$ cat config.mk
export PLATFORM = sky130hd
export DESIGN_NAME = tli_table_lookup_interpolator
export DESIGN_NICKNAME = d
export VERILOG_FILES = /design/src/tli_pkg.sv /design/src/tli_interp_core.sv /design/src/tli_table_lookup_interpolator.sv
export SDC_FILE = /design/constraint.sdc
export NUM_CORES = 1
export LEC_CHECK = 0
export BUFFER_PORTS_ARGS = -buffer_cell sky130_fd_sc_hd__buf_2
export CAP_MARGIN = 20
export CORE_MARGIN = 8
export CORE_UTILIZATION = 42
export CTS_BUF_LIST = sky130_fd_sc_hd__clkbuf_4 sky130_fd_sc_hd__clkbuf_8 sky130_fd_sc_hd__clkbuf_16
export DETAILED_ROUTE_END_ITERATION = 7
export PLACE_DENSITY = 0.64
export SLEW_MARGIN = 40
export SYNTH_ARGS = -nofsm -noshare
export SYNTH_HDL_FRONTEND = slang
export SYNTH_HIERARCHICAL = 1
export SYNTH_SLANG_ARGS = --single-unit
$ cat constraint.sdc
create_clock -name clk -period 20.5 [get_ports clk]
set_input_delay 4.1 -clock clk [delete_from_list [all_inputs] [get_ports clk]]
set_output_delay 4.1 -clock clk [all_outputs]
set_load 0.01 [all_outputs]
$ cat src/tli_pkg.sv
package tli_pkg;

  // Operand size selects
  typedef enum logic [1:0] {
    TLI_SZ_BYTE,
    TLI_SZ_WORD,
    TLI_SZ_LONG
  } tli_size_e;

  localparam int TLI_FRAC_W    = 8;
  localparam int TLI_OFS_LSB   = 8;
  localparam int TLI_OFS_MSB   = 15;
  localparam int TLI_FRAC_MSB  = 7;
  localparam int TLI_FRAC_LSB  = 0;
  localparam int TLI_DATA_W    = 32;
  localparam int TLI_ACC_W     = 42;
  localparam int TLI_BYTE_W    = 8;
  localparam int TLI_WORD_W    = 16;

  // One lookup request from the sequencer
  typedef struct packed {
    logic            is_signed;   // signed vs unsigned table values
    logic            do_round;    // rounded vs unrounded variant
    logic            reg_pair;    // data from register pair, not memory
    tli_size_e       size;
    logic [31:0]     index_reg;   // index_register contents
    logic [31:0]     pair_lo;     // first endpoint when reg_pair set
    logic [31:0]     pair_hi;     // second endpoint when reg_pair set
  } tli_req_s;

  // Operand fetch request to the memory path
  typedef struct packed {
    logic [7:0]      entry;       // entry number to read
  } tli_fetch_s;

endpackage

$ cat src/tli_interp_core.sv
`timescale 1ns/1ps
module tli_interp_core
  import tli_pkg::*;
(
  // Clock and reset
  input  wire logic                  clk,
  input  wire logic                  rst_n,
  // Operands
  input  wire logic                  start,
  input  wire logic                  is_signed,
  input  wire logic                  do_round,
  input  wire tli_size_e             size,
  input  wire logic [TLI_DATA_W-1:0] entry_a,
  input  wire logic [TLI_DATA_W-1:0] entry_b,
  input  wire logic [TLI_FRAC_W-1:0] frac,
  // Result
  output logic                       done,
  output logic [TLI_DATA_W-1:0]      result_r
);

  logic signed [TLI_ACC_W-1:0] a_ext;
  logic signed [TLI_ACC_W-1:0] b_ext;
  logic signed [TLI_ACC_W-1:0] scaled;
  logic signed [TLI_ACC_W-1:0] rounded;
  logic        [TLI_DATA_W-1:0] result_nxt;
  logic                         done_r;

  // Sign or zero extend each entry from the operand size
  function automatic logic signed [TLI_ACC_W-1:0] ext(input logic [TLI_DATA_W-1:0] v, input logic sgn,
                                                      input tli_size_e sz);
    logic signed [TLI_ACC_W-1:0] r;
    r = '0;
    case (sz)
      TLI_SZ_BYTE: r = sgn ? TLI_ACC_W'(signed'(v[TLI_BYTE_W-1:0])) : TLI_ACC_W'(v[TLI_BYTE_W-1:0]);
      TLI_SZ_WORD: r = sgn ? TLI_ACC_W'(signed'(v[TLI_WORD_W-1:0])) : TLI_ACC_W'(v[TLI_WORD_W-1:0]);
      default:     r = sgn ? TLI_ACC_W'(signed'(v)) : TLI_ACC_W'(v);
    endcase
    return r;
  endfunction

  always_comb
  begin
    a_ext  = ext(entry_a, is_signed, size);
    b_ext  = ext(entry_b, is_signed, size);
    // Kept scaled by 256 so the unrounded variants lose no fraction bits
    scaled = TLI_ACC_W'(a_ext <<< TLI_FRAC_W)
           + TLI_ACC_W'(signed'({1'b0, frac}) * (b_ext - a_ext));
    // Round half to even: bump on fraction above half, or exactly half with odd integer
    rounded = scaled >>> TLI_FRAC_W;
    if (scaled[TLI_FRAC_W-1] && ((scaled[TLI_FRAC_W-2:0] != '0) || scaled[TLI_FRAC_W]))
    begin
      rounded = rounded + TLI_ACC_W'(1);
    end
    if (do_round)
    begin
      result_nxt = rounded[TLI_DATA_W-1:0];
    end
    else
    begin
      result_nxt = scaled[TLI_DATA_W-1:0];
    end
    // Rounded results are trimmed to the operand size
    if (do_round && size == TLI_SZ_BYTE)
    begin
      result_nxt = {{(TLI_DATA_W-TLI_BYTE_W){1'b0}}, rounded[TLI_BYTE_W-1:0]};
    end
    else if (do_round && size == TLI_SZ_WORD)
    begin
      result_nxt = {{(TLI_DATA_W-TLI_WORD_W){1'b0}}, rounded[TLI_WORD_W-1:0]};
    end
  end

  always_ff @(posedge clk)
  begin
    if (!rst_n)
    begin
      result_r <= '0;
    end
    else if (start)
    begin
      result_r <= result_nxt;
    end
  end

  always_ff @(posedge clk)
  begin
    if (!rst_n)
    begin
      done_r <= 1'b0;
    end
    else
    begin
      done_r <= start;
    end
  end

  assign done = done_r;

endmodule // tli_interp_core

$ cat src/tli_table_lookup_interpolator.sv
`timescale 1ns/1ps
module tli_table_lookup_interpolator
  import tli_pkg::*;
(
  // Clock and reset
  input  wire logic                  clk,
  input  wire logic                  rst_n,
  // Sequencer request
  input  wire logic                  req_valid,
  input  wire tli_req_s              req,
  output logic                       req_ready,
  // Operand memory path
  output logic                       fetch_valid,
  output tli_fetch_s                 fetch_r,
  input  wire logic                  fetch_ack,
  input  wire logic [TLI_DATA_W-1:0] fetch_data,
  // Result
  output logic                       res_valid,
  output logic [TLI_DATA_W-1:0]      res_data
);

  typedef enum logic [2:0] {
    TLI_IDLE,
    TLI_FETCH_A,
    TLI_FETCH_B,
    TLI_CALC,
    TLI_WAIT
  } tli_state_e;

  tli_state_e                state_r;
  tli_req_s                  req_r;
  logic [TLI_DATA_W-1:0]     ent_a_r;
  logic [TLI_DATA_W-1:0]     ent_b_r;
  logic [TLI_FRAC_W-1:0]     frac_w;
  logic                      core_start;
  logic                      core_done;

  assign req_ready   = (state_r == TLI_IDLE);
  assign fetch_valid = (state_r == TLI_FETCH_A) || (state_r == TLI_FETCH_B);
  assign core_start  = (state_r == TLI_CALC);
  assign frac_w      = req_r.index_reg[TLI_FRAC_MSB:TLI_FRAC_LSB];
  assign res_valid   = core_done;

  // Sequencing; a register pair skips both memory fetches
  always_ff @(posedge clk)
  begin
    if (!rst_n)
    begin
      state_r <= TLI_IDLE;
    end
    else
    begin
      case (state_r)
        TLI_IDLE:
        begin
          if (req_valid)
          begin
            state_r <= req.reg_pair ? TLI_CALC : TLI_FETCH_A;
          end
        end
        TLI_FETCH_A:
        begin
          if (fetch_ack)
          begin
            state_r <= TLI_FETCH_B;
          end
        end
        TLI_FETCH_B:
        begin
          if (fetch_ack)
          begin
            state_r <= TLI_CALC;
          end
        end
        TLI_CALC: state_r <= TLI_WAIT;
        TLI_WAIT: state_r <= TLI_IDLE;
        default:  state_r <= TLI_IDLE;
      endcase
    end
  end

  always_ff @(posedge clk)
  begin
    if (!rst_n)
    begin
      req_r <= '0;
    end
    else if (req_ready && req_valid)
    begin
      req_r <= req;
    end
  end

  // Entry address: selected entry, then the next one
  always_ff @(posedge clk)
  begin
    if (!rst_n)
    begin
      fetch_r <= '0;
    end
    else if (req_ready && req_valid)
    begin
      fetch_r.entry <= req.index_reg[TLI_OFS_MSB:TLI_OFS_LSB];
    end
    else if (state_r == TLI_FETCH_A && fetch_ack)
    begin
      // Wraps at 255; software keeps the table one entry past the last offset
      fetch_r.entry <= fetch_r.entry + 8'h01;
    end
  end

  always_ff @(posedge clk)
  begin
    if (!rst_n)
    begin
      ent_a_r <= '0;
      ent_b_r <= '0;
    end
    else if (req_ready && req_valid && req.reg_pair)
    begin
      ent_a_r <= req.pair_lo;
      ent_b_r <= req.pair_hi;
    end
    else if (state_r == TLI_FETCH_A && fetch_ack)
    begin
      ent_a_r <= fetch_data;
    end
    else if (state_r == TLI_FETCH_B && fetch_ack)
    begin
      ent_b_r <= fetch_data;
    end
  end

  tli_interp_core u_core (
    .clk       (clk),
    .rst_n     (rst_n),
    .start     (core_start),
    .is_signed (req_r.is_signed),
    .do_round  (req_r.do_round),
    .size      (req_r.size),
    .entry_a   (ent_a_r),
    .entry_b   (ent_b_r),
    .frac      (frac_w),
    .done      (core_done),
    .result_r  (res_data)
  );

endmodule // tli_table_lookup_interpolator

; Word level (Yosys, flattened, before mapping)
; Cells that the tools add are included.
; Widths: inputs -> output; s select.
[word_totals]
n_memories = 0
ram_bits = 0
register_bits = 120
latchBits = 0
output_inout_bits = 43
elab_cells = 64
romBits = 0
[op_classes]
eq_ne = 8
n_bitwise = 0
n_lt_le_gt_ge = 0
n_div = 0
n_addsub = 4
n_reduce_logical = 17
n_shift = 0
mul = 1
n_mux = 24
[op_table]
columns = op, n
row1 = $mux 32, 9
row2 = $mux 42, 6
row3 = $pmux 42 s2, 2
row4 = $mul 9x42->40, 1
row5 = $sub 42x42->42, 1
row6 = $add 40x40->40, 1
row7 = $add 32x2->32 const B, 1
row8 = $mux 8, 2
row9 = $pmux 3 s4, 1
row10 = $mux 3, 3
row11 = $add 8x1->8 const B, 1
row12 = $logic_and 1x1->1, 7
row13 = $reduce_bool 7->1, 1
row14 = $eq 3x2->1 const B, 2
row15 = $ne 2x2->1 const B, 3
row16 = $reduce_bool 2->1, 3
row17 = $eq 3x1->1 const B, 1
row18 = $logic_not 3->1, 1
row19 = $reduce_and 3->1, 1
row20 = $eq 2x1->1 const B, 1
row21 = $logic_not 2->1, 1
row22 = $logic_or 1x1->1, 2
row23 = $mux 2, 1
row24 = $ne 2x1->1 const B, 1
row25 = $reduce_and 2->1, 1

; Logic depth before layout (Yosys ltp)
; Gate-level depths: netlist of the first run.
[logic_depth]
depth_word = 12
ltp_mapped = 41
depth_no_buf = 37

; Modules after synthesis
; Netlist of the first run, hierarchy kept.
[by_module_without_submodules]
columns = mod, area_per_inst_um2, n_inst, seq_area_each_um2, cells_per_inst
row1 = tli_interp_core, 14435.1, 1, 660.6, 1773
row2 = tli_table_lookup_interpolator, 4075.2, 1, 1741.7, 407

; Worst setup path after synthesis of the first run
; Ideal clock, no wire load.
[synth_path]
path_kind = flip-flop to flip-flop
start = reg req_r[97] (netlist name)
end = reg u_core.result_r[30]
setup_ns = 0.122
t_required_ns = 20.378
setup_slack_ns = 11.469
path_stages_with_launch = 41
synth_period_minus_slack_ns = 9.031
arrival_ns = 8.909
cell_sequence = dfxtp_1 -> clkbuf_1 -> or2_2 -> clkbuf_1 -> clkbuf_1 -> a21oi_1 -> ha_1 -> clkbuf_1 -> nand3_1 -> o22ai_1 -> nor2_1 -> nand2_1 -> a21oi_1 -> nor4b_1 -> or2_2 -> a21o_1 -> a21oi_1 -> xnor2_1 -> (+5 left out) -> fa_1 -> inv_1 -> fa_1 -> inv_1 -> ha_1 -> bufbuf_16 -> and4_1 -> a21oi_1 -> o311ai_1 -> or2_1 -> a211oi_1 -> a311oi_1 -> or3_1 -> buf_6 -> or3_4 -> nor3_2 -> xnor2_1 -> o21ai_1
[synth_between]
elab_chain_len = 12
[synth_lines]
columns = element, line_no
row1 = start: declaration, tli_table_lookup_interpolator.sv:31  ; tli_req_s req_r;
row2 = start signal: assignment, tli_table_lookup_interpolator.sv:90  ; req_r <= req;
row3 = "parallel branches: the longest is 11 deep, another holds $sub 42x42->42", -
row4 = $mux 32 (*), tli_interp_core.sv:63  ; if (do_round && size == TLI_SZ_BYTE)
row5 = end signal: assignment, tli_interp_core.sv:81  ; result_r <= result_nxt;
row6 = end: declaration, tli_interp_core.sv:18  ; output logic [TLI_DATA_W-1:0] result_r
; Every way passes the cells marked *.
; A chain may end at the register's enable or synchronous reset.

; Worst setup path in the final report of the first run
[layout_path]
start = reg req_r[97] (netlist name)
end = reg u_core.result_r[31]
; The elaborated chain is that of the path after synthesis.

==> flow_summary.html, run 1 <==
<table>
<tr><th>Metric</th><th>Value</th></tr>
<tr><th colspan="2">STA</th></tr>
<tr><td>Setup-violating endpoint count in the final report</td><td>0</td></tr>
<tr><td>Max-Slew Margin vs Limit</td><td>44.1%</td></tr>
<tr><td>Period utilization</td><td>50.6%</td></tr>
<tr><td>Final hold viol count</td><td>0</td></tr>
<tr><td>Setup TNS Final</td><td>0 ns</td></tr>
<tr><td>Worst Max-Slew Pin Slew</td><td>0.833 ns</td></tr>
<tr><td>Min setup slack post-route</td><td>10.12 ns</td></tr>
<tr><td>Final count of pins violating max slew</td><td>0</td></tr>
<tr><td>Unrepaired setup endpoints after global routing</td><td>false</td></tr>
<tr><td>Max Clk Rate</td><td>0.0963 GHz</td></tr>
<tr><td>Final setup skew</td><td>0.0200 ns</td></tr>
<tr><td>Minimum clock period</td><td>10.38 ns</td></tr>
<tr><th colspan="2">Detailed routing</th></tr>
<tr><td>Antenna-violating nets left</td><td>0</td></tr>
<tr><td>Wirelength, routed</td><td>50.0 mm</td></tr>
<tr><td>Router iterations before antenna repair</td><td>5</td></tr>
<tr><td>Iter 0 DRT Violations</td><td>1106</td></tr>
<tr><td>WL per Instance</td><td>17.4 µm</td></tr>
<tr><td>Vias</td><td>15400</td></tr>
<tr><td>Via count normalized by instance count</td><td>5.35</td></tr>
<tr><td>Count of unresolved DRC violations after routing</td><td>0</td></tr>
<tr><th colspan="2">Worst setup path</th></tr>
<tr><td>CP max-delay cell</td><td>sky130_fd_sc_hd__fa_1</td></tr>
<tr><td>Peak per-stage delay on the critical path</td><td>0.58 ns</td></tr>
<tr><td>Reg2reg start</td><td>req_r[97]</td></tr>
<tr><td>Critical path capture point type</td><td>flop</td></tr>
<tr><td>Most repeated library cell on the critical path</td><td>sky130_fd_sc_hd__a21oi_1</td></tr>
<tr><td>Terminus of the critical flop-to-flop path</td><td>u_core/result_r[31]</td></tr>
<tr><td>Slack of the worst reg-to-reg path</td><td>10.12 ns</td></tr>
<tr><td>Critical path launch point type</td><td>flop</td></tr>
<tr><td>Critical Setup Path Class</td><td>flop to flop</td></tr>
<tr><td>R2R depth</td><td>37</td></tr>
<tr><td>Worst endpoint required time</td><td>20.87 ns</td></tr>
<tr><td>Data arrival at the endpoint of the critical path</td><td>10.76 ns</td></tr>
<tr><td>Worst-path maximum fanout</td><td>37</td></tr>
<tr><th colspan="2">Clock network</th></tr>
<tr><td>Buffer levels on the longest clock path</td><td>2</td></tr>
<tr><td>Clock tree from TritonCTS</td><td>built</td></tr>
<tr><td>H-tree depth</td><td>4</td></tr>
<tr><td>Root buf cell</td><td>sky130_fd_sc_hd__clkbuf_16</td></tr>
<tr><td>CTS sink count</td><td>120</td></tr>
<tr><td>TritonCTS buffer count</td><td>17</td></tr>
<tr><td>Worst-path clk slew</td><td>0.07 ns</td></tr>
<tr><td>Clk Latency, worst-skew pair</td><td>0.46 ns</td></tr>
<tr><td>Hold buffers post-CTS</td><td>0</td></tr>
<tr><td>Resized cells post-CTS</td><td>0</td></tr>
<tr><td>Post-CTS Setup Repair Bufs</td><td>0</td></tr>
<tr><th colspan="2">Synth</th></tr>
<tr><td>Syn. warnings</td><td>6</td></tr>
<tr><td>Compound-gate portion of the synthesized area</td><td>15.7%</td></tr>
<tr><td>Dominant register cell in the synthesized netlist</td><td>sky130_fd_sc_hd__dfxtp_1</td></tr>
<tr><td>Number of synthesized flops with an enable pin</td><td>0</td></tr>
<tr><td>Post-Synth Adder-Cell Area</td><td>33.4%</td></tr>
<tr><td>Post-Syn Nets</td><td>2670</td></tr>
<tr><td>Number of flip-flops and latches in the synthesized netlist</td><td>120</td></tr>
<tr><td>Synthesized area</td><td>18500 µm²</td></tr>
<tr><td>Number of distinct library cell variants in the gate-level netlist after synthesis</td><td>89</td></tr>
<tr><td>Cells after Synth</td><td>2180</td></tr>
<tr><td>Dominant combinational cell family by area after synthesis</td><td>adder cells</td></tr>
<tr><td>Share of synthesized area occupied by flip-flops and latches</td><td>13.0%</td></tr>
<tr><td>Proportion of synthesized flip-flops having asynchronous set or reset</td><td>0%</td></tr>
<tr><td>Mean cell area of the mapped netlist</td><td>8.49 µm²</td></tr>
<tr><td>Fraction of the mapped netlist area in simple logic gates</td><td>19.1%</td></tr>
<tr><td>Portion of netlist area occupied by mux cells</td><td>4.29%</td></tr>
<tr><td>Xor/xnor share of the synthesized area</td><td>4.99%</td></tr>
<tr><th colspan="2">Placed design</th></tr>
<tr><td>GP Congestion</td><td>0.929</td></tr>
<tr><td>Worst setup timing slack at the placement stage</td><td>10.41 ns</td></tr>
<tr><td>HPWL Detailed</td><td>39.8 mm</td></tr>
<tr><td>Count of buffers from port buffering</td><td>163</td></tr>
<tr><th colspan="2">Layout</th></tr>
<tr><td>Layout cell share with drive strength beyond 1</td><td>11.3%</td></tr>
<tr><td>Commonest cells after routing, fill and taps aside</td><td>sky130_fd_sc_hd__inv_1 (298), sky130_fd_sc_hd__nand2_1 (274), sky130_fd_sc_hd__fa_1 (236)</td></tr>
<tr><td>Area Overhead vs Synth</td><td>9.01%</td></tr>
<tr><td>Final-stage net count</td><td>2760</td></tr>
<tr><td>Most common cell after layout, fill and taps aside</td><td>sky130_fd_sc_hd__inv_1</td></tr>
<tr><th colspan="2">Worst hold path</th></tr>
<tr><td>Worst min-delay path endpoint</td><td>frac_w[4]</td></tr>
<tr><td>Type of the worst min-delay path</td><td>flop to flop</td></tr>
<tr><td>Worst Hold Launch</td><td>frac_w[4]</td></tr>
<tr><td>Number of stages on the worst hold path</td><td>2</td></tr>
<tr><th colspan="2">Pwr</th></tr>
<tr><td>PwrDens</td><td>130 nW/µm²</td></tr>
<tr><td>Worst supply voltage drop on vdd</td><td>80.2 µV</td></tr>
<tr><td>Leak pwr</td><td>10.1 nW</td></tr>
<tr><th colspan="2">Run</th></tr>
<tr><td>Number of max-cap violations</td><td>0</td></tr>
<tr><th colspan="2">Outcome</th></tr>
<tr><td>Status</td><td>completed</td></tr>
<tr><th colspan="2">Die</th></tr>
<tr><td>Chip Width</td><td>226 µm</td></tr>
<tr><td>Ports</td><td>180</td></tr>
<tr><td>Floorplan row count</td><td>77</td></tr>
<tr><td>Core area</td><td>43800 µm²</td></tr>
<tr><td>Vertical extent of the die</td><td>226 µm</td></tr>
<tr><td>Die Area</td><td>51000 µm²</td></tr>
<tr><td>Starting density of the core</td><td>42.2%</td></tr>
<tr><th colspan="2">Global routing</th></tr>
<tr><td>Largest net degree at the start of global routing</td><td>129</td></tr>
<tr><td>Via count of the first global-routing pass</td><td>15900</td></tr>
<tr><td>Overall global routing resource usage</td><td>19.9%</td></tr>
<tr><td>Final global-route overflow total</td><td>0</td></tr>
<tr><td>Initial antenna violation count</td><td>2</td></tr>
<tr><td>Global-route wire length before repair</td><td>81.9 mm</td></tr>
</table>
-- metrics by stage --
| stage | cell area (µm²) | instances | utilization (%) | total power, mW | hold WS (ns) |
|---|---|---|---|---|---|
| after floorplan | 18500 | 2180 | - | 1.92 | 0.434 |
| final | 20200 | 2875 | 46.0 | 2.62 | 0.460 |
| after global routing | 20200 | 2874 | 46.0 | 2.90 | 0.469 |
| after CTS | 20200 | 2874 | 46.0 | 2.62 | 0.460 |
| after global placement | 19600 | 2843 | 44.7 | 2.25 | 0.445 |
| after detailed placement | 19600 | 2843 | 44.7 | 2.30 | 0.450 |
-- sequential cells by signal, summed over array words and instances, names as in the netlist --
signal and count:
frac_w 8, fetch_r 8, state_r 3, ent_b_r 32, ent_a_r 32, u_core/done 1
req_r 4, u_core/result_r 32
-- synthesized netlist by cell type, types with 41 or more instances --
cell	n	area (µm²)
sky130_fd_sc_hd__inv_1	298	1120
sky130_fd_sc_hd__nand2_1	275	1030
sky130_fd_sc_hd__fa_1	236	4720
sky130_fd_sc_hd__and2_1	152	951
sky130_fd_sc_hd__a21oi_1	137	686
sky130_fd_sc_hd__dfxtp_1	120	2400
sky130_fd_sc_hd__ha_1	117	1460
sky130_fd_sc_hd__nor2_1	92	345
sky130_fd_sc_hd__mux2i_1	77	771
sky130_fd_sc_hd__xnor2_1	72	631
sky130_fd_sc_hd__clkbuf_1	69	259
sky130_fd_sc_hd__o211a_1	66	661
sky130_fd_sc_hd__nor2b_1	41	257
sky130_fd_sc_hd__o21ai_0	41	205
-- worst max-delay path: cells and delay by family, from the launching register on --
kind                       cells  cell delay (ns)
buffers and inverters          5             0.74
DFF                            1             0.34
adders and majority gates      7             3.43
and+or+nand+nor                6             1.15
AOI/OAI and AO/OA             17             4.02
xor gates and xnor gates       2             0.62
-- per-layer routing --
metal | wire length (µm) | global-route usage [%] | part of all wire (%)
met4 | 1030 | 5.83 | 2.1
met2 | 22000 | 31.4 | 44
met3 | 3490 | 4.56 | 7.0
met1 | 23400 | 26.9 | 47
met5 | 11 | 0 | 0.022
-- where the power goes --
part / total [mW] / switching, mW / internal (mW)
Sequential: 0.276 / 0.0194 / 0.257
Clock: 0.297 / 0.127 / 0.170
Combinational: 2.05 / 1.29 / 0.760
Total: 2.62 / 1.44 / 1.19
-- how the worst max path moves through the flow --
stage                     startpoint                   to  slack (ns)  depth (start not counted)
after CTS                  req_r[97]  u_core/result_r[31]       10.36                         35
after floorplan            req_r[97]  u_core/result_r[30]       11.47                         40
after global routing       req_r[97]  u_core/result_r[31]        9.47                         37
after global placement    ent_a_r[7]  u_core/result_r[31]       10.57                         35
after detailed placement   req_r[97]  u_core/result_r[31]       10.41                         35
final                      req_r[97]  u_core/result_r[31]       10.12                         37
-- kinds of logic after synthesis --
family                   Yosys count
AND/OR/NAND/NOR                  702
adder cells (fa/ha/maj)          353
XOR/XNOR                         103
flip-flops                       120
multiplexers                      79
AO/OA/AOI/OAI                    416
buffers and inverters            407
-- layout make-up --
type	instances	area [µm²]
flip-flops and latches	120	2400
well taps	592	741
clock buffers	18	439
repair buffers	180	956
multi-input cells	1653	14400
fillers	4302	23700
clock inverters	13	121
diodes	1	2.50
inverters	298	1120
Note: power is estimated with default switching activity, not from simulation.
==> run 2: changes to the inputs <==
--- a/config.mk
+++ b/config.mk
@@ -5,6 +5,7 @@
 export SDC_FILE = /design/constraint.sdc
 export NUM_CORES = 1
 export LEC_CHECK = 0
+export ABC_AREA = 1
 export BUFFER_PORTS_ARGS = -buffer_cell sky130_fd_sc_hd__buf_2
 export CAP_MARGIN = 20
 export CORE_MARGIN = 8
==> constraint.sdc (replaced) <==
create_clock -name clk -period 10.32 [get_ports clk]
set_input_delay 2.064 -clock clk [delete_from_list [all_inputs] [get_ports clk]]
set_output_delay 2.064 -clock clk [all_outputs]
set_load 0.01 [all_outputs]
==> flow_summary.html, run 2 <==
<table>
<tr><th>Metric</th><th>Value</th></tr>
<tr><th colspan="2">Synth</th></tr>
<tr><td>Number of flip-flops and latches in the synthesized netlist</td><td>120</td></tr>
<tr><td>Mean cell area of the mapped netlist</td><td>6.71 µm²</td></tr>
<tr><td>Xor/xnor share of the synthesized area</td><td>2.62%</td></tr>
<tr><td>Dominant combinational cell family by area after synthesis</td><td>adder cells</td></tr>
<tr><td>Compound-gate portion of the synthesized area</td><td>10.8%</td></tr>
<tr><td>Dominant register cell in the synthesized netlist</td><td>sky130_fd_sc_hd__dfxtp_1</td></tr>
<tr><td>Portion of netlist area occupied by mux cells</td><td>0%</td></tr>
<tr><td>Top-area cell type share of the netlist area</td><td>25.0%</td></tr>
<tr><td>Biggest area consumer among synthesized cells</td><td>sky130_fd_sc_hd__fa_1</td></tr>
<tr><td>Proportion of synthesized flip-flops having asynchronous set or reset</td><td>0%</td></tr>
<tr><td>Synthesized area</td><td>18900 µm²</td></tr>
<tr><td>Most instantiated cells after synthesis</td><td>sky130_fd_sc_hd__nand2_1 (680), sky130_fd_sc_hd__inv_1 (522), sky130_fd_sc_hd__nor2_1 (339), sky130_fd_sc_hd__fa_1 (236), sky130_fd_sc_hd__nand3_1 (178)</td></tr>
<tr><td>Post-Syn Nets</td><td>3306</td></tr>
<tr><td>Dominant cell by count in the synthesized netlist</td><td>sky130_fd_sc_hd__nand2_1</td></tr>
<tr><td>Post-Synth Adder-Cell Area</td><td>32.8%</td></tr>
<tr><td>Number of synthesized flops with an enable pin</td><td>0</td></tr>
<tr><td>Number of distinct library cell variants in the gate-level netlist after synthesis</td><td>52</td></tr>
<tr><td>Biggest area contributors in the synthesized netlist</td><td>sky130_fd_sc_hd__fa_1 (25%), sky130_fd_sc_hd__nand2_1 (14%), sky130_fd_sc_hd__dfxtp_1 (13%), sky130_fd_sc_hd__inv_1 (10%), sky130_fd_sc_hd__ha_1 (7.7%)</td></tr>
<tr><td>Share of synthesized area occupied by flip-flops and latches</td><td>12.7%</td></tr>
<tr><td>Cells after Synth</td><td>2816</td></tr>
<tr><td>Syn. warnings</td><td>6</td></tr>
<tr><td>Fraction of the mapped netlist area in simple logic gates</td><td>28.5%</td></tr>
<tr><th colspan="2">Layout</th></tr>
<tr><td>Final-stage net count</td><td>3414</td></tr>
<tr><td>Commonest cells after routing, fill and taps aside</td><td>sky130_fd_sc_hd__nand2_1 (680), sky130_fd_sc_hd__inv_1 (520), sky130_fd_sc_hd__nor2_1 (338)</td></tr>
<tr><td>Total area of sequential cells</td><td>2400 µm²</td></tr>
<tr><td>Diodes inserted</td><td>0</td></tr>
<tr><td>Most common cell after layout, fill and taps aside</td><td>sky130_fd_sc_hd__nand2_1</td></tr>
<tr><td>Layout cell share with drive strength beyond 1</td><td>9.36%</td></tr>
<tr><td>Area Overhead vs Synth</td><td>10.2%</td></tr>
<tr><td>Top flop regs</td><td>ent_a_r: 32 flops, ent_b_r: 32 flops, u_core/result_r: 32 flops</td></tr>
<tr><td>Area taken by multi-input logic gates</td><td>14100 µm²</td></tr>
<tr><td>Fillcell total</td><td>4618</td></tr>
<tr><th colspan="2">Die</th></tr>
<tr><td>Ports</td><td>180</td></tr>
<tr><td>Starting density of the core</td><td>42.6%</td></tr>
<tr><td>Die Area</td><td>52000 µm²</td></tr>
<tr><td>Floorplan row count</td><td>77</td></tr>
<tr><td>Vertical extent of the die</td><td>228 µm</td></tr>
<tr><td>Core area</td><td>44300 µm²</td></tr>
<tr><td>Chip Width</td><td>228 µm</td></tr>
<tr><th colspan="2">Detailed routing</th></tr>
<tr><td>Iter 0 DRT Violations</td><td>1097</td></tr>
<tr><td>Count of unresolved DRC violations after routing</td><td>0</td></tr>
<tr><td>WL per Instance</td><td>16.2 µm</td></tr>
<tr><td>Router iterations before antenna repair</td><td>6</td></tr>
<tr><td>Vias</td><td>18000</td></tr>
<tr><td>Wirelength, routed</td><td>57.3 mm</td></tr>
<tr><td>Antenna-violating nets left</td><td>0</td></tr>
<tr><td>Via count normalized by instance count</td><td>5.09</td></tr>
<tr><th colspan="2">Clock network</th></tr>
<tr><td>Resized cells post-CTS</td><td>0</td></tr>
<tr><td>Clock tree from TritonCTS</td><td>built</td></tr>
<tr><td>Post-CTS Setup Repair Bufs</td><td>0</td></tr>
<tr><td>Root buf cell</td><td>sky130_fd_sc_hd__clkbuf_16</td></tr>
<tr><td>H-tree depth</td><td>4</td></tr>
<tr><td>Hold buffers post-CTS</td><td>0</td></tr>
<tr><td>Clk Latency, worst-skew pair</td><td>0.45 ns</td></tr>
<tr><td>CTS sink count</td><td>120</td></tr>
<tr><td>Buffer levels on the longest clock path</td><td>2</td></tr>
<tr><td>Worst-path clk slew</td><td>0.06 ns</td></tr>
<tr><td>TritonCTS buffer count</td><td>17</td></tr>
<tr><th colspan="2">Worst setup path</th></tr>
<tr><td>Data arrival at the endpoint of the critical path</td><td>9.71 ns</td></tr>
<tr><td>R2R depth</td><td>39</td></tr>
<tr><td>Most repeated library cell on the critical path</td><td>sky130_fd_sc_hd__nand2_1</td></tr>
<tr><td>Top cell family by delay on the critical path</td><td>adder cells</td></tr>
<tr><td>Worst-path maximum fanout</td><td>16</td></tr>
<tr><td>CP max-delay cell</td><td>sky130_fd_sc_hd__fa_1</td></tr>
<tr><td>Reg2reg start</td><td>req_r[97]</td></tr>
<tr><td>Critical path capture point type</td><td>flop</td></tr>
<tr><td>Worst endpoint required time</td><td>10.68 ns</td></tr>
<tr><td>Critical Setup Path Class</td><td>flop to flop</td></tr>
<tr><td>Critical path launch point type</td><td>flop</td></tr>
<tr><td>Peak per-stage delay on the critical path</td><td>0.55 ns</td></tr>
<tr><td>Slack of the worst reg-to-reg path</td><td>0.96 ns</td></tr>
<tr><td>Worst setup path startpoint</td><td>req_r[97]</td></tr>
<tr><td>Buffering stage count on the worst path with inverters included</td><td>6</td></tr>
<tr><td>Terminus of the critical flop-to-flop path</td><td>u_core/result_r[26]</td></tr>
<tr><th colspan="2">Run</th></tr>
<tr><td>Number of max-cap violations</td><td>0</td></tr>
<tr><th colspan="2">Worst hold path</th></tr>
<tr><td>Worst Hold Launch</td><td>u_core/result_r[11]</td></tr>
<tr><td>Worst min-delay path endpoint</td><td>u_core/result_r[11]</td></tr>
<tr><td>Number of stages on the worst hold path</td><td>2</td></tr>
<tr><td>Type of the worst min-delay path</td><td>flop to flop</td></tr>
<tr><th colspan="2">STA</th></tr>
<tr><td>Final worst hold slack</td><td>0.461 ns</td></tr>
<tr><td>Final count of pins violating max slew</td><td>0</td></tr>
<tr><td>Minimum clock period</td><td>9.36 ns</td></tr>
<tr><td>Period utilization</td><td>90.7%</td></tr>
<tr><td>Max Clk Rate</td><td>0.107 GHz</td></tr>
<tr><td>Setup TNS Final</td><td>0 ns</td></tr>
<tr><td>Max-Slew Margin vs Limit</td><td>46.7%</td></tr>
<tr><td>Final hold viol count</td><td>0</td></tr>
<tr><td>Worst Max-Slew Pin Slew</td><td>0.800 ns</td></tr>
<tr><td>Unrepaired setup endpoints after global routing</td><td>false</td></tr>
<tr><td>Final setup skew</td><td>0.0194 ns</td></tr>
<tr><td>Setup-violating endpoint count in the final report</td><td>0</td></tr>
<tr><th colspan="2">Global routing</th></tr>
<tr><td>Initial antenna violation count</td><td>0</td></tr>
<tr><td>Global-route wire length before repair</td><td>94.5 mm</td></tr>
<tr><td>Final global-route overflow total</td><td>0</td></tr>
<tr><td>Overall global routing resource usage</td><td>22.0%</td></tr>
<tr><td>Via count of the first global-routing pass</td><td>18500</td></tr>
<tr><td>Largest net degree at the start of global routing</td><td>82</td></tr>
<tr><th colspan="2">Placed design</th></tr>
<tr><td>HPWL Detailed</td><td>48.2 mm</td></tr>
<tr><td>GP Congestion</td><td>0.960</td></tr>
<tr><td>Count of buffers from port buffering</td><td>163</td></tr>
<tr><th colspan="2">Outcome</th></tr>
<tr><td>Status</td><td>completed</td></tr>
</table>
run 2: changes by cell type after synthesis, moves of 56 or more:
| cell | before | now |
|---|---|---|
| sky130_fd_sc_hd__inv_1 | 298 | 522 |
| sky130_fd_sc_hd__mux2i_1 | 77 | 0 |
| sky130_fd_sc_hd__nand2_1 | 275 | 680 |
| sky130_fd_sc_hd__nand3_1 | 20 | 178 |
| sky130_fd_sc_hd__xnor2_1 | 72 | 16 |
| sky130_fd_sc_hd__nor2_1 | 92 | 339 |
| sky130_fd_sc_hd__o21ai_0 | 41 | 126 |
| sky130_fd_sc_hd__and2_1 | 152 | 1 |
| sky130_fd_sc_hd__o211a_1 | 66 | 0 |
run 2: tightest hold or removal path, stage by stage (launching register included):
cell	delay (ns)
sky130_fd_sc_hd__dfxtp_1	0.31
sky130_fd_sc_hd__nand2_1	0.06
sky130_fd_sc_hd__a21oi_1	0.05
run 2: area by class of cell:
class,instances,area share [%]
multi-input combinational,2069,67.8
timing repair buffer,179,4.49
inverter,537,9.70
tap,592,3.56
sequential,120,11.5
clock inverter,13,0.805
clock buffer,19,2.14
run 2: worst max path at each step:
stage	endpoint	slack, ns	cells past startpoint
floorplan	u_core/result_r[31]	2.40	45
global placement	u_core/result_r[26]	0.70	38
detailed placement	u_core/result_r[26]	0.69	39
CTS	u_core/result_r[26]	0.63	39
global route	u_core/result_r[26]	0.22	39
finish	u_core/result_r[26]	0.96	39
run 2: metal layers:
layer  wire (µm)  vias up  GRT usage, %
met5           0        -             0
met4        1200        0          6.28
met3        2670       54          3.02
met2       26900      476          37.4
met1       26600     8522          28.8
li1            -     8923             -
run 2: cells by family (layout without fill, tap and decap cells):
kind of cell / count (synthesis) / in the layout
compound gates: 372 / 372
xor+xnor: 54 / 54
simple gates: 1290 / 1290
flops: 120 / 120
fa+ha+maj: 353 / 353
buf+inv: 627 / 748
run 2: metrics by stage:
| step | cell area [µm²] | utilization [%] | setup WS, ns | instances |
|---|---|---|---|---|
| 2_1_floorplan | 18900 | - | 2.40 | 2816 |
| 3_3_place_gp | 20200 | 45.6 | 0.703 | 3497 |
| 3_5_place_dp | 20200 | 45.6 | 0.693 | 3497 |
| 4_1_cts | 20800 | 47.0 | 0.635 | 3529 |
| 5_1_grt | 20800 | 47.0 | 0.222 | 3529 |
| 6_report | 20800 | 47.0 | 0.963 | 3529 |
Power of run 2 is left out: the tool's default activity adds up to more than one toggle a clock period on the data nets, which glitch-free logic cannot reach.
==> run 3: changes to the inputs <==
--- a/config.mk
+++ b/config.mk
@@ -13,6 +13,7 @@
 export CTS_BUF_LIST = sky130_fd_sc_hd__clkbuf_4 sky130_fd_sc_hd__clkbuf_8 sky130_fd_sc_hd__clkbuf_16
 export DETAILED_ROUTE_END_ITERATION = 7
 export PLACE_DENSITY = 0.64
+export RECOVER_POWER = 100
 export SLEW_MARGIN = 40
 export SYNTH_ARGS = -nofsm -noshare
 export SYNTH_HDL_FRONTEND = slang
==> flow_summary.html, run 3 (same netlist as run 2, synthesis figures left out) <==
<table>
<tr><th>Metric</th><th>Value</th></tr>
<tr><th colspan="2">Worst setup path</th></tr>
<tr><td>Worst endpoint required time</td><td>10.61 ns</td></tr>
<tr><td>Worst setup path startpoint</td><td>req_r[97]</td></tr>
<tr><td>Data arrival at the endpoint of the critical path</td><td>9.80 ns</td></tr>
<tr><td>Critical path capture point type</td><td>flop</td></tr>
<tr><td>Critical Setup Path Class</td><td>flop to flop</td></tr>
<tr><td>CP max-delay cell</td><td>sky130_fd_sc_hd__xor2_1</td></tr>
<tr><td>Critical path launch point type</td><td>flop</td></tr>
<tr><td>Most repeated library cell on the critical path</td><td>sky130_fd_sc_hd__nand2_1</td></tr>
<tr><td>Reg2reg start</td><td>req_r[97]</td></tr>
<tr><td>R2R depth</td><td>40</td></tr>
<tr><td>Worst-path maximum fanout</td><td>16</td></tr>
<tr><td>Peak per-stage delay on the critical path</td><td>0.59 ns</td></tr>
<tr><th colspan="2">Placed design</th></tr>
<tr><td>HPWL Detailed</td><td>48.2 mm</td></tr>
<tr><td>Placed standard-cell area</td><td>20200 µm²</td></tr>
<tr><td>Count of buffers from port buffering</td><td>163</td></tr>
<tr><td>GP Congestion</td><td>0.960</td></tr>
<tr><th colspan="2">Layout</th></tr>
<tr><td>Commonest cells after routing, fill and taps aside</td><td>sky130_fd_sc_hd__nand2_1 (681), sky130_fd_sc_hd__inv_1 (520), sky130_fd_sc_hd__nor2_1 (341)</td></tr>
<tr><td>Fillcell total</td><td>4653</td></tr>
<tr><td>Layout cell share with drive strength beyond 1</td><td>7.39%</td></tr>
<tr><td>Area Overhead vs Synth</td><td>9.42%</td></tr>
<tr><td>Area taken by multi-input logic gates</td><td>14000 µm²</td></tr>
<tr><td>Top flop regs</td><td>ent_a_r: 32 flops, ent_b_r: 32 flops, u_core/result_r: 32 flops</td></tr>
<tr><td>Post-Layout Inst Area</td><td>20700 µm²</td></tr>
<tr><td>Final-stage net count</td><td>3414</td></tr>
<tr><td>Diodes inserted</td><td>0</td></tr>
<tr><td>Most common cell after layout, fill and taps aside</td><td>sky130_fd_sc_hd__nand2_1</td></tr>
<tr><td>Total area of sequential cells</td><td>2400 µm²</td></tr>
<tr><th colspan="2">Die</th></tr>
<tr><td>Die Area</td><td>52000 µm²</td></tr>
<tr><td>Floorplan row count</td><td>77</td></tr>
<tr><td>Core area</td><td>44300 µm²</td></tr>
<tr><td>Chip Width</td><td>228 µm</td></tr>
<tr><td>Starting density of the core</td><td>42.6%</td></tr>
<tr><td>Ports</td><td>180</td></tr>
<tr><td>Vertical extent of the die</td><td>228 µm</td></tr>
<tr><th colspan="2">Clock network</th></tr>
<tr><td>CTS sink count</td><td>120</td></tr>
<tr><td>H-tree depth</td><td>4</td></tr>
<tr><td>Resized cells post-CTS</td><td>0</td></tr>
<tr><td>Root buf cell</td><td>sky130_fd_sc_hd__clkbuf_16</td></tr>
<tr><td>Hold buffers post-CTS</td><td>0</td></tr>
<tr><td>Buffer levels on the longest clock path</td><td>2</td></tr>
<tr><td>Post-CTS Setup Repair Bufs</td><td>0</td></tr>
<tr><td>Clk Latency, worst-skew pair</td><td>0.44 ns</td></tr>
<tr><td>TritonCTS buffer count</td><td>17</td></tr>
<tr><td>Worst-path clk slew</td><td>0.06 ns</td></tr>
<tr><td>Clock tree from TritonCTS</td><td>built</td></tr>
<tr><th colspan="2">STA</th></tr>
<tr><td>Unrepaired setup endpoints after global routing</td><td>false</td></tr>
<tr><td>Final setup skew</td><td>0.0177 ns</td></tr>
<tr><td>Minimum clock period</td><td>9.51 ns</td></tr>
<tr><td>Final hold viol count</td><td>0</td></tr>
<tr><td>Final count of pins violating max slew</td><td>72</td></tr>
<tr><td>Worst Max-Slew Pin Slew</td><td>3.07 ns</td></tr>
<tr><td>Period utilization</td><td>92.1%</td></tr>
<tr><td>Setup-violating endpoint count in the final report</td><td>0</td></tr>
<tr><td>Max Clk Rate</td><td>0.105 GHz</td></tr>
<tr><td>Setup TNS Final</td><td>0 ns</td></tr>
<tr><td>Max-Slew Margin vs Limit</td><td>-105%</td></tr>
<tr><th colspan="2">Global routing</th></tr>
<tr><td>Overall global routing resource usage</td><td>22.0%</td></tr>
<tr><td>Final global-route overflow total</td><td>0</td></tr>
<tr><td>Global-route wire length before repair</td><td>94.5 mm</td></tr>
<tr><td>Largest net degree at the start of global routing</td><td>82</td></tr>
<tr><td>Via count of the first global-routing pass</td><td>18500</td></tr>
<tr><td>Initial antenna violation count</td><td>0</td></tr>
<tr><th colspan="2">Detailed routing</th></tr>
<tr><td>Router iterations before antenna repair</td><td>5</td></tr>
<tr><td>Antenna-violating nets left</td><td>0</td></tr>
<tr><td>WL per Instance</td><td>16.2 µm</td></tr>
<tr><td>Wirelength, routed</td><td>57.3 mm</td></tr>
<tr><td>Length of routed wiring on met1</td><td>26.4 mm</td></tr>
<tr><td>Met2 wire length</td><td>26.8 mm</td></tr>
<tr><td>Iter 0 DRT Violations</td><td>1109</td></tr>
<tr><td>Vias</td><td>18000</td></tr>
<tr><td>Via count normalized by instance count</td><td>5.11</td></tr>
<tr><td>Top metal layer carrying routed signals</td><td>met4</td></tr>
<tr><td>Total length of routed met3 wires</td><td>2.81 mm</td></tr>
<tr><td>Count of unresolved DRC violations after routing</td><td>0</td></tr>
<tr><th colspan="2">Worst hold path</th></tr>
<tr><td>Number of stages on the worst hold path</td><td>2</td></tr>
<tr><td>Worst Hold Launch</td><td>u_core/result_r[11]</td></tr>
<tr><td>Type of the worst min-delay path</td><td>flop to flop</td></tr>
<tr><th colspan="2">Run</th></tr>
<tr><td>Number of max-cap violations</td><td>1</td></tr>
<tr><th colspan="2">Outcome</th></tr>
<tr><td>Status</td><td>finished, violations left</td></tr>
<tr><td>Failing checks</td><td>capacitance limit, slew limit</td></tr>
</table>
-- run 3: changes by cell type in the layout (fill, tap and decap cells not counted), sizes merged --
cell,before,now
inv,536,535
clkinv,9,10
buf,179,135
clkbuf,19,63
-- run 3: final timing paths --
path                               to  slack, ns
setup / recovery  u_core/result_r[31]       0.81
hold / removal    u_core/result_r[11]       0.46
setup reg to reg  u_core/result_r[31]       0.81
hold reg to reg   u_core/result_r[11]       0.46
-- run 3: through the flow --
| step | util, % | hold slack, ns | cells | setup slack, ns |
|---|---|---|---|---|
| 6_report | 46.6 | 0.463 | 3529 | 0.814 |
| 5_1_grt | 46.6 | 0.477 | 3529 | 0.130 |
| 4_1_cts | 47.0 | 0.463 | 3529 | 0.635 |
| 3_5_place_dp | 45.6 | 0.454 | 3497 | 0.693 |
| 3_3_place_gp | 45.6 | 0.450 | 3497 | 0.703 |
| 2_1_floorplan | - | 0.442 | 2816 | 2.40 |
-- run 3: worst max-delay path, delay by kind of cell, from the launching register on --
kind	cells	cell delay [ns]
DFF	1	0.32
and+or+nand+nor	20	3.17
adders and majority gates	7	3.15
xor gates and xnor gates	1	0.59
buffers and inverters	6	0.75
AOI/OAI and AO/OA	6	1.35
-- run 3: area by class of cell --
class / instances / area share [%]
Multi-Input combinational cell: 2069 / 67.8
Sequential cell: 120 / 11.6
Inverter: 537 / 9.77
Timing Repair Buffer: 179 / 4.24
Tap cell: 592 / 3.58
Clock buffer: 19 / 2.16
Clock inverter: 13 / 0.811
-- run 3: per-layer routing --
metal	vias up	GRT usage, %
met2	503	37.4
met1	8533	28.8
met5	-	0
met4	0	6.28
li1	8928	-
met3	65	3.02
Power of run 3 is left out for the same reason.
